===== src/logic/accr_pkg.sv =====
// Purpose: Constants for the channel calibration and configuration bank
// Assumes: Avalon-MM slave, 32-bit data, word addressing by index
// Notes: Register indices are kept as printed; byte address is index * 4
package accr_pkg;
	localparam int ADDR_W = 5;
	localparam int DATA_W = 32;
	localparam int REG_W = 16;
	localparam logic [ADDR_W-1:0] IDX_CH0_GAIN_HI = 5'h0c;
	localparam logic [ADDR_W-1:0] IDX_CH0_GAIN_LO = 5'h0d;
	localparam logic [ADDR_W-1:0] IDX_CH1_CONFIG = 5'h0e;
	localparam logic [ADDR_W-1:0] IDX_CH1_OFFS_HI = 5'h0f;
	localparam logic [ADDR_W-1:0] IDX_CH1_OFFS_LO = 5'h10;
	localparam logic [ADDR_W-1:0] IDX_CH1_GAIN_HI = 5'h11;
	localparam logic [REG_W-1:0] RST_CH0_GAIN_HI = 16'h8000;
	localparam logic [REG_W-1:0] RST_CH0_GAIN_LO = 16'h0000;
	localparam logic [REG_W-1:0] RST_CH1_CONFIG = 16'h0000;
	localparam logic [REG_W-1:0] RST_CH1_OFFS_HI = 16'h0000;
	localparam logic [REG_W-1:0] RST_CH1_OFFS_LO = 16'h0000;
	localparam logic [REG_W-1:0] RST_CH1_GAIN_HI = 16'h8000;
	// Writable masks; zero bits are reserved
	localparam logic [REG_W-1:0] MASK_FULL = 16'hffff;
	localparam logic [REG_W-1:0] MASK_LOW_BYTE = 16'hff00;
	localparam logic [REG_W-1:0] MASK_CONFIG = 16'hffc3;
	localparam int PHASE_LSB = 6;
	localparam int PHASE_W = 10;
	localparam int SEL_LSB = 0;
	localparam int SEL_W = 2;
	localparam int LOWBYTE_LSB = 8;
	typedef enum logic [1:0] {
		SEL_NORMAL = 2'h0,
		SEL_SHORTED = 2'h1,
		SEL_DC_DIAG = 2'h2,
		SEL_AC_DIAG = 2'h3
	} accr_sel_type;
endpackage


===== src/logic/accr_regs.sv =====
// Purpose: Calibration and configuration registers for channels zero/one
// Assumes: Avalon-MM slave with waitrequest, byte address = index * 4
// Notes: Every access answers one cycle after it is presented
`timescale 1ns/10ps

module accr_regs (
	input wire logic i_clk_sys,
	input wire logic i_rst,
	input wire logic [accr_pkg::ADDR_W+1:0] i_avs_address,
	input wire logic i_avs_read,
	input wire logic i_avs_write,
	input wire logic [3:0] i_avs_byteenable,
	input wire logic [accr_pkg::DATA_W-1:0] i_avs_writedata,
	output logic [accr_pkg::DATA_W-1:0] o_avs_readdata,
	output logic o_avs_waitrequest,
	output logic o_avs_readdatavalid,
	output logic [23:0] o_chan0_gain,
	output logic [23:0] o_chan1_offset,
	output logic [15:0] o_chan1_gain_bits_high,
	output logic [9:0] o_chan1_phase_delay,
	output logic [1:0] o_chan1_input_select,
	output logic o_chan1_input_pair_connect,
	output logic o_chan1_inputs_shorted,
	output logic o_chan1_dc_diag,
	output logic o_chan1_ac_diag
);
	localparam int NREG = 6;
	localparam int R_G0H = 0;
	localparam int R_G0L = 1;
	localparam int R_CFG = 2;
	localparam int R_O1H = 3;
	localparam int R_O1L = 4;
	localparam int R_G1H = 5;
	localparam logic [NREG*16-1:0] RSTS = {
		accr_pkg::RST_CH1_GAIN_HI, accr_pkg::RST_CH1_OFFS_LO,
		accr_pkg::RST_CH1_OFFS_HI, accr_pkg::RST_CH1_CONFIG,
		accr_pkg::RST_CH0_GAIN_LO, accr_pkg::RST_CH0_GAIN_HI};
	localparam logic [NREG*16-1:0] MASKS = {
		accr_pkg::MASK_FULL, accr_pkg::MASK_LOW_BYTE,
		accr_pkg::MASK_FULL, accr_pkg::MASK_CONFIG,
		accr_pkg::MASK_LOW_BYTE, accr_pkg::MASK_FULL};

	logic [accr_pkg::ADDR_W-1:0] index;
	logic [NREG-1:0] hit;
	logic [15:0] value [NREG];
	logic busy_q;
	logic accept;
	logic [accr_pkg::DATA_W-1:0] rdata_d;
	logic [accr_pkg::DATA_W-1:0] rdata_q;
	logic rvalid_q;
	logic [23:0] gain0_q;
	logic [23:0] offs1_q;
	logic [15:0] gain1_q;
	logic [9:0] phase_q;
	logic [1:0] sel_q;

	// Word index; byte-lane bits of the address are ignored
	assign index = i_avs_address[accr_pkg::ADDR_W+1:2];

	// One wait cycle gives registered read data without a long path
	assign accept = (i_avs_read | i_avs_write) & busy_q;

	always_ff @(posedge i_clk_sys)
	begin
		if (i_rst)
			busy_q <= 1'b0;
		else if (accept)
			busy_q <= 1'b0;
		else if (i_avs_read | i_avs_write)
			busy_q <= 1'b1;
	end

	always_comb
	begin
		hit = '0;
		if (index == accr_pkg::IDX_CH0_GAIN_HI)
			hit[R_G0H] = 1'b1;
		else if (index == accr_pkg::IDX_CH0_GAIN_LO)
			hit[R_G0L] = 1'b1;
		else if (index == accr_pkg::IDX_CH1_CONFIG)
			hit[R_CFG] = 1'b1;
		else if (index == accr_pkg::IDX_CH1_OFFS_HI)
			hit[R_O1H] = 1'b1;
		else if (index == accr_pkg::IDX_CH1_OFFS_LO)
			hit[R_O1L] = 1'b1;
		else if (index == accr_pkg::IDX_CH1_GAIN_HI)
			hit[R_G1H] = 1'b1;
	end

	genvar g;
	generate
		for (g = 0; g < NREG; g++)
		begin : g_reg
			accr_field_reg #(
				.RESET_VAL(RSTS[g*16 +: 16]),
				.WMASK(MASKS[g*16 +: 16])
			) u_reg (
				.i_clk_sys(i_clk_sys),
				.i_rst(i_rst),
				.i_we(accept & i_avs_write & hit[g]),
				.i_be(i_avs_byteenable[1:0]),
				.i_wdata(i_avs_writedata[15:0]),
				.o_value(value[g])
			);
		end
	endgenerate

	// Unmapped indices read zero and swallow writes
	always_comb
	begin
		rdata_d = '0;
		for (int k = 0; k < NREG; k++)
		begin
			if (hit[k])
				rdata_d = {16'h0000, value[k]};
		end
	end

	always_ff @(posedge i_clk_sys)
	begin
		if (i_rst)
		begin
			rdata_q <= '0;
			rvalid_q <= 1'b0;
		end
		else
		begin
			rvalid_q <= accept & i_avs_read;
			if (i_avs_read & ~busy_q)
				rdata_q <= rdata_d;
		end
	end

	// Datapath views; split words are joined here for the filter
	always_ff @(posedge i_clk_sys)
	begin
		if (i_rst)
			gain0_q <= {accr_pkg::RST_CH0_GAIN_HI, 8'h00};
		else
		begin
			// Unsigned multiplier, 8000_00h is unity
			gain0_q[23:8] <= value[R_G0H];
			gain0_q[7:0] <= value[R_G0L][15:accr_pkg::LOWBYTE_LSB];
		end
	end

	// Sign sits in the high word; the low byte only extends precision
	always_ff @(posedge i_clk_sys)
	begin
		if (i_rst)
			offs1_q <= 24'h000000;
		else
		begin
			offs1_q[23:8] <= value[R_O1H];
			offs1_q[7:0] <= value[R_O1L][15:accr_pkg::LOWBYTE_LSB];
		end
	end

	always_ff @(posedge i_clk_sys)
	begin
		if (i_rst)
			gain1_q <= accr_pkg::RST_CH1_GAIN_HI;
		else
			gain1_q <= value[R_G1H];
	end

	always_ff @(posedge i_clk_sys)
	begin
		if (i_rst)
			phase_q <= 10'h000;
		else
			phase_q <= value[R_CFG][accr_pkg::PHASE_LSB +:
				accr_pkg::PHASE_W];
	end

	always_ff @(posedge i_clk_sys)
	begin
		if (i_rst)
			sel_q <= 2'h0;
		else
			sel_q <= value[R_CFG][accr_pkg::SEL_LSB +:
				accr_pkg::SEL_W];
	end

	accr_sel_decode u_sel (
		.i_clk_sys(i_clk_sys),
		.i_rst(i_rst),
		.i_sel(value[R_CFG][accr_pkg::SEL_LSB +: accr_pkg::SEL_W]),
		.o_ext_connect(o_chan1_input_pair_connect),
		.o_short(o_chan1_inputs_shorted),
		.o_dc_diag(o_chan1_dc_diag),
		.o_ac_diag(o_chan1_ac_diag)
	);

	assign o_avs_waitrequest = ~busy_q & (i_avs_read | i_avs_write);
	assign o_avs_readdata = rdata_q;
	assign o_avs_readdatavalid = rvalid_q;
	assign o_chan0_gain = gain0_q;
	assign o_chan1_offset = offs1_q;
	assign o_chan1_gain_bits_high = gain1_q;
	assign o_chan1_phase_delay = phase_q;
	assign o_chan1_input_select = sel_q;
endmodule


===== src/logic/accr_field_reg.sv =====
// Purpose: One 16-bit register with reserved bits held at zero
// Assumes: Byte enables from a 32-bit Avalon-MM word, low half used
// Notes: Reserved bits never store, so they read as zero
`timescale 1ns/10ps
module accr_field_reg #(
	parameter logic [15:0] RESET_VAL = 16'h0000,
	parameter logic [15:0] WMASK = 16'hffff
) (
	input wire logic i_clk_sys,
	input wire logic i_rst,
	input wire logic i_we,
	input wire logic [1:0] i_be,
	input wire logic [15:0] i_wdata,
	output logic [15:0] o_value
);
	logic [15:0] value_q;
	logic [15:0] lane_mask;

	assign lane_mask = {{8{i_be[1]}}, {8{i_be[0]}}} & WMASK;
	assign o_value = value_q;

	always_ff @(posedge i_clk_sys)
	begin
		if (i_rst)
			value_q <= RESET_VAL & WMASK;
		else if (i_we)
			value_q <= (value_q & ~lane_mask) | (i_wdata & lane_mask);
	end
endmodule


===== src/logic/accr_sel_decode.sv =====
// Purpose: Decode the channel-one input selection into switch controls
// Assumes: Selection comes from a register on the same clock
// Notes: Exactly one control is high at a time; registered outputs
`timescale 1ns/10ps
module accr_sel_decode (
	input wire logic i_clk_sys,
	input wire logic i_rst,
	input wire logic [1:0] i_sel,
	output logic o_ext_connect,
	output logic o_short,
	output logic o_dc_diag,
	output logic o_ac_diag
);
	logic [3:0] onehot_d;
	logic [3:0] onehot_q;

	always_comb
	begin
		onehot_d = 4'h0;
		case (accr_pkg::accr_sel_type'(i_sel))
			accr_pkg::SEL_NORMAL: onehot_d = 4'h1;
			accr_pkg::SEL_SHORTED: onehot_d = 4'h2;
			accr_pkg::SEL_DC_DIAG: onehot_d = 4'h4;
			accr_pkg::SEL_AC_DIAG: onehot_d = 4'h8;
			default: onehot_d = 4'h1;
		endcase
	end

	// Reset to the normal path so the front end never floats
	always_ff @(posedge i_clk_sys)
	begin
		if (i_rst)
			onehot_q <= 4'h1;
		else
			onehot_q <= onehot_d;
	end

	assign o_ext_connect = onehot_q[0];
	assign o_short = onehot_q[1];
	assign o_dc_diag = onehot_q[2];
	assign o_ac_diag = onehot_q[3];
endmodule


===== config.mk =====
export PLATFORM = sky130hd
export DESIGN_NAME = accr_regs
export DESIGN_NICKNAME = d
export VERILOG_FILES = /design/src/logic/accr_pkg.sv /design/src/logic/accr_regs.sv /design/src/logic/accr_field_reg.sv /design/src/logic/accr_sel_decode.sv
export SDC_FILE = /design/constraint.sdc
export NUM_CORES = 1
export LEC_CHECK = 0
export BUFFER_PORTS_ARGS = -buffer_cell sky130_fd_sc_hd__buf_2
export CAP_MARGIN = 20
export CORE_UTILIZATION = 30
export CTS_BUF_LIST = sky130_fd_sc_hd__clkbuf_8
export DETAILED_ROUTE_END_ITERATION = 16
export PLACE_DENSITY = 0.6
export SLEW_MARGIN = 0
export SYNTH_ARGS = -nofsm -noshare
export SYNTH_HDL_FRONTEND = slang
export SYNTH_SLANG_ARGS = --single-unit

===== constraint.sdc =====
create_clock -name i_clk_sys -period 1.6 [get_ports i_clk_sys]
set_clock_uncertainty 0.15 [all_clocks]
set_input_delay 0.32 -clock i_clk_sys [delete_from_list [all_inputs] [get_ports i_clk_sys]]
set_output_delay 0.32 -clock i_clk_sys [all_outputs]
set_load 0.02 [all_outputs]

==> insert_results.sql, run 1 <==
INSERT INTO impl_metrics (metric_group, metric, value, unit) VALUES
('timing', 'finalHoldWorstSlack', '0.08818', 'ns'),
('cts', 'cts_tree', 'yes', ''),
('timing', 'fin_setup_tns', '0', 'ns'),
('timing', 'setup_viol_count_final', '0', ''),
('yosys', 'synth_edf_count', '0', ''),
('status', 'outcome', 'finished, final reports clean', ''),
('timing', 'setup_repair_after_global_routing_missed_its_margin', 'no', ''),
('setup_path', 'crit_required', '1.13', 'ns'),
('yosys', 'synthCells', '613', ''),
('yosys', 'synthDistinctLibCells', '40', ''),
('cts', 'cts.clk_slew.worst_paths', '0.08', 'ns'),
('setup_path', 'crit_path_cell_trace', 'nor2_1 > buf_2', ''),
('setup_path', 'worst-setup-path-type', 'flop to output pin', ''),
('hold_path', 'whs_path_depth', '4', ''),
('routing', 'post_drt_wl_per_cell', '14.52', 'µm'),
('setup_path', 'critPathLaunchType', 'flop', ''),
('pwr', 'power.ir.vdd_worst', '0.5114', 'mV'),
('final_layout', 'layout_commonest_cell', 'sky130_fd_sc_hd__dfxtp_1', ''),
('routing', 'dr.pass1.iters', '5', ''),
('final_layout', 'post_route_cells_drive_above_1_share', '0.2909', ''),
('grt', 'grt_first_pass_wirelength', '24.81', 'mm'),
('floorplan', 'core_region_area', '20360', 'µm²'),
('cts', 'clock_sinks', '174', ''),
('setup_path', 'worst_ep_arrival', '1.06', 'ns'),
('grt', 'grt.overflow.total', '0', ''),
('grt', 'grt_max_degree', '42', ''),
('yosys', 'synth_seq_area_share', '0.5544', ''),
('final_layout', 'antenna_cells', '0', ''),
('grt', 'antenna_found_initial', '0', ''),
('setup_path', 'critical_path.endpoint_type', 'output pin', ''),
('final_layout', 'final_nets', '836', ''),
('cts', 'htree_num_levels', '4', ''),
('placement', 'place.gp.congestion', '0.7877', ''),
('yosys', 'warnings_from_yosys', '0', ''),
('setup_path', 'crit-reg2reg-launch', 'busy_q$_SDFFE_PP0N_', ''),
('placement', 'total_cell_area_at_the_placement_stage', '7543', 'µm²'),
('cts', 'cts_bufs_inserted', '17', ''),
('setup_path', 'cp_max_fo', '4', ''),
('floorplan', 'design.portCount', '161', ''),
('yosys', 'ys_seq_elements', '174', ''),
('hold_path', 'hold_path.class', 'input pin to flop', ''),
('placement', 'port_buffer_count', '124', ''),
('setup_path', 'rr_worst_depth', '6', ''),
('hold_path', 'worstHoldStart', 'i_avs_write', ''),
('setup_path', 'critical_path.slowest_cell', 'sky130_fd_sc_hd__dfxtp_2', ''),
('grt', 'via_count_of_the_first_global_routing_pass', '4524', ''),
('final_layout', 'area_growth', '29.27', '%'),
('flow_run', 'timing.max_cap.violations', '0', ''),
('final_layout', 'final_cell_mix', '173 x sky130_fd_sc_hd__dfxtp_1, 123 x sky130_fd_sc_hd__buf_2, 60 x sky130_fd_sc_hd__mux2i_1, 53 x sky130_fd_sc_hd__nor2_1, 50 x sky130_fd_sc_hd__nand2b_1', ''),
('timing', 'min_period_over_period', '0.9591', ''),
('floorplan', 'die_x', '146.7', 'µm'),
('floorplan', 'die_y', '146.7', 'µm'),
('floorplan', 'total_die_area', '21530', 'µm²'),
('floorplan', 'initial_utilization', '0.3086', ''),
('yosys', 'mappedNetlistArea', '6284', 'µm²'),
('routing', 'antenna_violating_nets_post_route', '0', ''),
('final_layout', 'design_area', '8123', 'µm²'),
('setup_path', 'path_depth', '2', ''),
('final_layout', 'post_route_core_utilization', '0.3989', ''),
('setup_path', 'cp_top_family', 'flip-flops', ''),
('pwr', 'power_per_cell_area', '985.6', 'nW/µm²'),
('setup_path', 'critical_path_buf_inv_count', '1', ''),
('cts', 'clock_latency_on_the_worst_skew_pair', '0.47', 'ns'),
('timing', 'final_hold_viol_count', '0', ''),
('timing', 'final_max_slew_viol_count', '0', ''),
('timing', 'finalWorstPathRequiredPeriod', '1.535', 'ns'),
('setup_path', 'ff2ff_setup_slack', '0.10', 'ns'),
('pwr', 'leakage', '3.729', 'nW'),
('routing', 'drc', '0', ''),
('hold_path', 'hold-path-endpoint', 'busy_q$_SDFFE_PP0N_', ''),
('placement', 'hpwl', '11.09', 'mm');
area by class of cell:
class,instances,area [µm²]
fillers,2008,12240
flip-flops and latches,174,3485
multi-input cells,369,2509
repair buffers,190,1274
well taps,270,337.8
clock buffers,17,234.0
clock inverters,14,145.1
inverters,37,138.9
report_power, final:
part / internal (W) / switching [W] / leakage, nW
clock network: 0.00138 / 0.00162 / 0.178
registers: 0.00437 / 0.0000229 / 1.40
logic: 0.000253 / 0.000366 / 2.15
total: 0.00600 / 0.00201 / 3.73
repair_timing:
item                                    in CTS  in global routing
setup buffers                                0                  0
gates resized for setup                      0                  8
hold buffers                                17                  0
endpoints found under the hold margin       32                  0
endpoints found under the setup margin       0                 39
stage by stage:
stage | instances | setup slack, ns | total power [W]
final | 1071 | 0.06544 | 0.008006
after floorplan | 628 | -0.04912 | 0.004861
after CTS | 1071 | 0.03779 | 0.008096
after detailed placement | 1023 | -0.2095 | 0.005075
after global routing | 1071 | 0.004738 | 0.008358
after global placement | 1023 | -0.1846 | 0.005071
kinds of logic (layout without fill, tap and decap cells):
family | after synthesis | count (layout) | share of synthesized area
DFF | 174 | 174 | 0.5544
xor gates and xnor gates | 1 | 1 | 0.001394
and+or+nand+nor | 229 | 229 | 0.2023
muxes | 67 | 67 | 0.1207
AOI/OAI and AO/OA | 56 | 56 | 0.05775
buffers and inverters | 85 | 258 | 0.06292
other | 1 | 16 | 0.0005968
worst max path at each step:
stage,endpoint,slack [ns]
6_report,o_avs_waitrequest,0.07
5_1_grt,o_avs_waitrequest,0.005
4_1_cts,flop,0.04
3_5_place_dp,o_avs_readdata[11]$_SDFFE_PP0P_,-0.21
3_3_place_gp,flop,-0.18
2_1_floorplan,flop,-0.05
cell usage after synthesis (3+ instances only):
cell / instances / area (µm²)
sky130_fd_sc_hd__nor2b_1: 40 / 250.2
sky130_fd_sc_hd__nor3_1: 17 / 85.08
sky130_fd_sc_hd__buf_4: 18 / 135.1
sky130_fd_sc_hd__inv_1: 37 / 138.9
sky130_fd_sc_hd__nand3b_1: 3 / 22.52
sky130_fd_sc_hd__nor2_1: 54 / 202.7
sky130_fd_sc_hd__nor4_1: 6 / 37.54
sky130_fd_sc_hd__o21ai_1: 7 / 35.03
sky130_fd_sc_hd__a21oi_1: 24 / 120.1
sky130_fd_sc_hd__a21o_1: 7 / 52.55
sky130_fd_sc_hd__dfxtp_1: 174 / 3483
sky130_fd_sc_hd__o2bb2ai_1: 4 / 35.03
sky130_fd_sc_hd__nand2b_1: 51 / 319.1
sky130_fd_sc_hd__buf_2: 7 / 35.03
sky130_fd_sc_hd__a22o_1: 4 / 35.03
sky130_fd_sc_hd__mux2i_1: 60 / 600.6
sky130_fd_sc_hd__nor2_4: 3 / 33.78
sky130_fd_sc_hd__mux4_2: 7 / 157.7
sky130_fd_sc_hd__nand3_1: 11 / 55.05
sky130_fd_sc_hd__a221oi_1: 8 / 70.07
sky130_fd_sc_hd__nand2_1: 28 / 105.1
sky130_fd_sc_hd__clkbuf_1: 21 / 78.83
routing by layer:
metal | GRT usage | vias up | routed length (µm)
li1 | - | 2346 | -
met1 | 0.2101 | 2157 | 7780
met5 | 0 | - | 0
met2 | 0.2168 | 116 | 6604
met4 | 0.04375 | 0 | 172
met3 | 0.04752 | 16 | 995
worst register-to-register path, delay by kind of cell (launching register included):
family        cells  cell delay (ns)
flops             1             0.37
buf+inv           2             0.37
simple gates      3             0.33
mux               1             0.18
Note: power is estimated with default switching activity, not from simulation.
==> run 2: changes to the inputs <==
Settings changed: SETUP_SLACK_MARGIN from default to 0.1.
==> run 2 against run 1 <==
Sequential share of layout area is 0.47 points lower; non-clock buffer count is 1 lower; count of clock-buffer cells in the layout is 1 higher; sequential power hardly changed; global-route usage is 0.072 points lower; die area stayed put; wire length is 0.49% lower; hold slack better by 0.039 ns; sequential cell count stayed put; critical endpoint unchanged; largest cell class unchanged.
==> insert_results.sql, run 2 (synthesis results as in run 1) <==
INSERT INTO impl_metrics (metric_group, metric, value, unit) VALUES
('final_layout', 'layout_commonest_cell', 'sky130_fd_sc_hd__dfxtp_1', ''),
('routing', 'drc', '0', ''),
('final_layout', 'area_growth', '31.26', '%'),
('final_layout', 'final-instance-count-excl-fill', '1071', ''),
('placement', 'place_ws', '-0.1630', 'ns'),
('grt', 'via_count_of_the_first_global_routing_pass', '4529', ''),
('cts', 'clock-root-buffer', 'sky130_fd_sc_hd__clkbuf_8', ''),
('floorplan', 'die_x', '146.7', 'µm'),
('placement', 'place_inst', '1020', ''),
('timing', 'final_hold_viol_count', '0', ''),
('status', 'outcome', 'finished, final reports clean', ''),
('pwr', 'power_frac_clock', '0.372', ''),
('floorplan', 'total_die_area', '21530', 'µm²'),
('final_layout', 'final-seq-area', '3500', 'µm²'),
('floorplan', 'design.portCount', '161', ''),
('pwr', 'share_seq_of_total_power', '0.549', ''),
('timing', 'max_freq', '0.6567', 'GHz'),
('pwr', 'p_int', '0.005934', 'W'),
('placement', 'hpwl', '11.16', 'mm'),
('timing', 'setup_viol_count_final', '0', ''),
('setup_path', 'critical_path.endpoint_type', 'output pin', ''),
('grt', 'grt_first_pass_wirelength', '24.55', 'mm'),
('pwr', 'power_per_cell_area', '971.3', 'nW/µm²'),
('hold_path', 'hold_path.class', 'input pin to flop', ''),
('routing', 'detailroute.via_count', '4621', ''),
('pwr', 'leakage', '3.748', 'nW'),
('timing', 'slew-limit-headroom', '0.6523', ''),
('routing', 'initialDrtViolationCount', '221', ''),
('cts', 'clock_latency_on_the_worst_skew_pair', '0.48', 'ns'),
('grt', 'grtUsageTotal', '0.1487', ''),
('setup_path', 'cp_max_fo', '5', ''),
('final_layout', 'post_route_cells_drive_above_1_share', '0.3059', ''),
('final_layout', 'final_cell_mix', '163 x sky130_fd_sc_hd__dfxtp_1, 96 x sky130_fd_sc_hd__buf_2, 60 x sky130_fd_sc_hd__mux2i_1, 60 x sky130_fd_sc_hd__buf_4, 52 x sky130_fd_sc_hd__nor2_1', ''),
('pwr', 'p_sw', '0.002077', 'W'),
('setup_path', 'critPathLaunchType', 'flop', ''),
('timing', 'finalWorstPathRequiredPeriod', '1.523', 'ns'),
('pwr', 'power_frac_comb', '0.079', ''),
('setup_path', 'crit_required', '1.13', 'ns'),
('final_layout', 'antenna_cells', '0', ''),
('floorplan', 'core_region_area', '20360', 'µm²'),
('cts', 'cts.clk_slew.worst_paths', '0.08', 'ns'),
('cts', 'htree_num_levels', '4', ''),
('setup_path', 'worst-setup-path-type', 'flop to output pin', ''),
('placement', 'port_buffer_count', '124', ''),
('grt', 'grt_max_degree', '54', ''),
('routing', 'dr.pass1.iters', '4', ''),
('pwr', 'power_switching_share', '0.2592', ''),
('cts', 'cts_tree', 'yes', ''),
('final_layout', 'multi_input_comb_area', '2526', 'µm²'),
('timing', 'final_max_slew_viol_count', '0', ''),
('cts', 'clock_sinks', '174', ''),
('cts', 'cts_bufs_inserted', '17', ''),
('routing', 'wirelength', '15.48', 'mm'),
('placement', 'total_cell_area_at_the_placement_stage', '7528', 'µm²'),
('setup_path', 'worst_ep_arrival', '1.05', 'ns'),
('timing', 'min_period_over_period', '0.9517', ''),
('timing', 'worst-slew-pin-transition', '0.5215', 'ns'),
('cts', 'clk_path_buf_depth', '2', ''),
('timing', 'fin_setup_tns', '0', 'ns'),
('final_layout', 'final_nets', '835', ''),
('timing', 'finalHoldWorstSlack', '0.1273', 'ns'),
('floorplan', 'initial_utilization', '0.3086', ''),
('grt', 'antenna_found_initial', '0', ''),
('pwr', 'power.ir.vdd_worst', '0.4049', 'mV'),
('grt', 'grt.overflow.total', '0', ''),
('floorplan', 'die_y', '146.7', 'µm'),
('floorplan', 'placement_rows', '52', ''),
('timing', 'setup_repair_after_global_routing_missed_its_margin', 'yes', ''),
('routing', 'avgViaCountPerCell', '4.315', ''),
('timing', 'finalWorstSetupSlack', '0.07723', 'ns'),
('final_layout', 'final.fill_count', '2040', ''),
('routing', 'post_drt_wl_per_cell', '14.45', 'µm'),
('routing', 'antenna_violating_nets_post_route', '0', ''),
('placement', 'place.gp.congestion', '0.7776', ''),
('final_layout', 'design_area', '8248', 'µm²'),
('flow_run', 'timing.max_cap.violations', '0', '');
run 2: path summary, 6_finish.rpt:
kind	from	to	slack, ns	cells past startpoint
setup / recovery	busy_q$_SDFFE_PP0N_	o_avs_waitrequest	0.08	2
hold / removal	i_avs_write	busy_q$_SDFFE_PP0N_	0.13	4
setup reg to reg	busy_q$_SDFFE_PP0N_	flop	0.12	6
hold reg to reg	flop	o_chan1_phase_delay[2]$_SDFF_PP0_	0.32	2
run 2: power by group through the flow:
stage,combinational (W),clock (W),sequential [W]
after global placement,0.000567,0,0.00449
after CTS,0.000608,0.00307,0.00439
after detailed placement,0.000567,0,0.00449
after floorplan,0.000333,0,0.00453
after global routing,0.000686,0.00327,0.00440
final,0.000634,0.00298,0.00440
run 2: layer usage:
| layer | wire, µm | part of all wire | GRT usage |
|---|---|---|---|
| met1 | 7493 | 0.48 | 0.2004 |
| met2 | 6833 | 0.44 | 0.2182 |
| met3 | 904 | 0.058 | 0.04876 |
| met4 | 246 | 0.016 | 0.05938 |
| met5 | 0 | 0 | 0 |
run 2: final cells by class:
cell class	instances	area share
repair buffers	189	0.1655
multi-input cells	369	0.3063
inverters	37	0.01684
flip-flops and latches	174	0.4243
clock inverters	14	0.01608
well taps	270	0.04096
clock buffers	18	0.03004
run 2: critical path, cell delays in order, from the launching register on:
cell	delay (ns)
sky130_fd_sc_hd__dfxtp_4	0.38
sky130_fd_sc_hd__nor2_4	0.08
sky130_fd_sc_hd__buf_6	0.12
run 2: what timing repair did:
item	4_1_cts	5_1_grt
hold buffers	17	0
endpoints found under the setup margin	40	56
setup buffers	0	2
pin swaps	1	4
hold endpoints to repair	32	0
resized for setup	15	41
run 2: stage by stage:
stage,power (W),utilization
6_report,0.008011,0.4050
5_1_grt,0.008356,0.4050
4_1_cts,0.008074,0.3984
3_5_place_dp,0.005061,0.3697
3_3_place_gp,0.005061,0.3697
2_1_floorplan,0.004865,-
==> run 3: changes to the inputs <==
Settings changed: CELL_PAD_IN_SITES_DETAIL_PLACEMENT from default to 1, CELL_PAD_IN_SITES_GLOBAL_PLACEMENT from default to 1, CORE_MARGIN from default to 10, PLACE_DENSITY 0.6 to 0.72.
==> run 3 against run 2 <==
The flow now finishes with violations (setup timing); clock power up 21%; count of clock-buffer cells in the layout unchanged; final cell count up 1.1%; hold slack better by 0.014 ns; first-iteration DRC count shrank 15%; worst setup slack got worse by 0.13 ns; total power increased by 8.5%; final area is 2.5% higher; sequential share of layout area decreased by 1.1 points; critical path depth up 1; critical path type unchanged; largest cell class unchanged.
==> insert_results.sql, run 3 (synthesis results as in run 1) <==
INSERT INTO impl_metrics (metric_group, metric, value, unit) VALUES
('floorplan', 'design.portCount', '161', ''),
('setup_path', 'crit_required', '1.13', 'ns'),
('grt', 'grt.overflow.total', '0', ''),
('final_layout', 'final_cell_mix', '171 x sky130_fd_sc_hd__dfxtp_1, 105 x sky130_fd_sc_hd__buf_2, 62 x sky130_fd_sc_hd__buf_4, 58 x sky130_fd_sc_hd__mux2i_1, 52 x sky130_fd_sc_hd__nor2_1', ''),
('status', 'failed_checks', 'setup timing', ''),
('routing', 'dr.pass1.iters', '6', ''),
('flow_run', 'timing.max_cap.violations', '0', ''),
('cts', 'htree_num_levels', '4', ''),
('setup_path', 'crit_path_max_incr_delay', '0.36', 'ns'),
('placement', 'place.gp.congestion', '0.7841', ''),
('setup_path', 'path_common_cell', 'sky130_fd_sc_hd__buf_6', ''),
('cts', 'clock_latency_on_the_worst_skew_pair', '0.46', 'ns'),
('setup_path', 'critical_path.slowest_cell', 'sky130_fd_sc_hd__dfxtp_4', ''),
('grt', 'grt_first_pass_wirelength', '29.48', 'mm'),
('cts', 'cts_tree', 'yes', ''),
('placement', 'place_inst', '1032', ''),
('setup_path', 'critPathLaunchType', 'flop', ''),
('status', 'outcome', 'finished, violations left', ''),
('timing', 'setup_viol_count_final', '2', ''),
('routing', 'drc', '0', ''),
('setup_path', 'cp_top_family', 'flip-flops', ''),
('final_layout', 'final_nets', '849', ''),
('hold_path', 'hold_path.class', 'input pin to flop', ''),
('final_layout', 'area_growth', '34.53', '%'),
('grt', 'antenna_found_initial', '0', ''),
('cts', 'clk_path_buf_depth', '2', ''),
('timing', 'finalWorstSetupSlack', '-0.05092', 'ns'),
('floorplan', 'initial_utilization', '0.3076', ''),
('pwr', 'leakage', '3.893', 'nW'),
('routing', 'detailroute.via_count', '4839', ''),
('setup_path', 'crit_path_cell_trace', 'buf_6 > nor2_4 > buf_6', ''),
('grt', 'via_count_of_the_first_global_routing_pass', '5312', ''),
('timing', 'setup_repair_after_global_routing_missed_its_margin', 'yes', ''),
('cts', 'clock_sinks', '174', ''),
('timing', 'finalHoldWorstSlack', '0.1414', 'ns'),
('timing', 'finalWorstPathRequiredPeriod', '1.651', 'ns'),
('floorplan', 'core_region_area', '20430', 'µm²'),
('setup_path', 'rr_worst_depth', '7', ''),
('timing', 'worst-slew-pin-transition', '0.5480', 'ns'),
('pwr', 'power', '0.008693', 'W'),
('routing', 'initialDrtViolationCount', '187', ''),
('timing', 'min_period_over_period', '1.032', ''),
('floorplan', 'die_x', '164.7', 'µm'),
('timing', 'slew-limit-headroom', '0.6347', ''),
('timing', 'final_max_slew_viol_count', '0', ''),
('floorplan', 'total_die_area', '27130', 'µm²'),
('final_layout', 'final-instance-count-excl-fill', '1083', ''),
('routing', 'avgViaCountPerCell', '4.468', ''),
('cts', 'cts_bufs_inserted', '17', ''),
('setup_path', 'cp_max_fo', '4', ''),
('timing', 'max_freq', '0.6057', 'GHz'),
('final_layout', 'post_route_core_utilization', '0.4138', ''),
('setup_path', 'critical_path_buf_inv_count', '2', ''),
('floorplan', 'die_y', '164.7', 'µm'),
('setup_path', 'worst_ep_arrival', '1.18', 'ns'),
('cts', 'clock-root-buffer', 'sky130_fd_sc_hd__clkbuf_8', ''),
('grt', 'grt_max_degree', '56', ''),
('routing', 'antenna_violating_nets_post_route', '0', ''),
('final_layout', 'antenna_cells', '0', ''),
('pwr', 'power_per_cell_area', '1028', 'nW/µm²'),
('final_layout', 'layout_commonest_cell', 'sky130_fd_sc_hd__dfxtp_1', ''),
('setup_path', 'worst-setup-path-type', 'flop to output pin', ''),
('hold_path', 'whs_path_depth', '4', ''),
('setup_path', 'ff2ff_setup_slack', '0', 'ns'),
('routing', 'wirelength', '18.92', 'mm'),
('final_layout', 'post_route_cells_drive_above_1_share', '0.3124', ''),
('setup_path', 'path_depth', '3', ''),
('pwr', 'power.ir.vdd_worst', '0.3827', 'mV'),
('placement', 'hpwl', '13.77', 'mm'),
('grt', 'grtUsageTotal', '0.1401', ''),
('floorplan', 'placement_rows', '52', ''),
('cts', 'cts.clk_slew.worst_paths', '0.08', 'ns'),
('timing', 'final_hold_viol_count', '0', ''),
('setup_path', 'critical_path.endpoint_type', 'output pin', ''),
('routing', 'post_drt_wl_per_cell', '17.47', 'µm'),
('placement', 'port_buffer_count', '124', '');
-- run 3: cell types whose count changed in the layout (fill, tap and decap cells not counted), moves of 5 or more --
cell | previous run | this run
sky130_fd_sc_hd__dfxtp_1 | 163 | 171
sky130_fd_sc_hd__buf_2 | 96 | 105
sky130_fd_sc_hd__dfxtp_2 | 10 | 2
sky130_fd_sc_hd__bufinv_16 | 1 | 6
sky130_fd_sc_hd__clkinvlp_4 | 5 | 0
-- run 3: layer usage --
| metal | vias up | track usage | wire length (µm) |
|---|---|---|---|
| met5 | - | 0 | 0 |
| met4 | 0 | 0.04750 | 282 |
| met3 | 17 | 0.05427 | 1334 |
| met2 | 105 | 0.2243 | 8971 |
| met1 | 2357 | 0.1685 | 8331 |
| li1 | 2360 | - | - |
-- run 3: power by group --
| part | internal [W] | switching, W |
|---|---|---|
| Sequential | 0.00437 | 0.0000246 |
| Combinational | 0.000290 | 0.000404 |
| Clock | 0.00204 | 0.00157 |
| Total | 0.00669 | 0.00200 |
-- run 3: cell type report --
cell class | count | area (µm²)
clock inverter | 12 | 219.0
tap | 270 | 337.8
fill | 2335 | 11980
inverter | 37 | 138.9
timing repair buffer | 203 | 1450
clock buffer | 18 | 247.7
multi-input combinational | 369 | 2570
sequential | 174 | 3490
-- run 3: worst paths after layout --
kind	start	to
setup / recovery	busy_q$_SDFFE_PP0N_	o_avs_waitrequest
setup reg to reg	busy_q$_SDFFE_PP0N_	flop
hold / removal	i_avs_read	busy_q$_SDFFE_PP0N_
hold reg to reg	flop	u_sel.onehot_q[1]$_SDFF_PP0_
-- run 3: repair_timing --
action,4_1_cts,5_1_grt
hold buffers,17,0
setup buffers,2,2
pin swaps,3,5
endpoints found under the setup margin,38,68
gates cloned,0,0
resized for setup,12,38
endpoints found under the hold margin,29,0
-- run 3: through the flow --
stage | TNS [ns] | instance area, µm² | worst slack [ns]
after floorplan | -0.4032 | 6406 | -0.04912
after global placement | -5.909 | 7619 | -0.1793
after detailed placement | -8.822 | 7619 | -0.2632
after CTS | -0.1257 | 8308 | -0.08815
after global routing | -0.5594 | 8453 | -0.1089
final | -0.05341 | 8453 | -0.05092
-- run 3: worst register-to-register path: stages, from the launching register on --
cell and delay, ns:
sky130_fd_sc_hd__dfxtp_4 0.36, sky130_fd_sc_hd__buf_6 0.10, sky130_fd_sc_hd__nand3_4 0.09, sky130_fd_sc_hd__buf_6 0.14, sky130_fd_sc_hd__nor3_4 0.18, sky130_fd_sc_hd__buf_12 0.17
sky130_fd_sc_hd__mux2i_4 0.22, sky130_fd_sc_hd__nor2_1 0.07
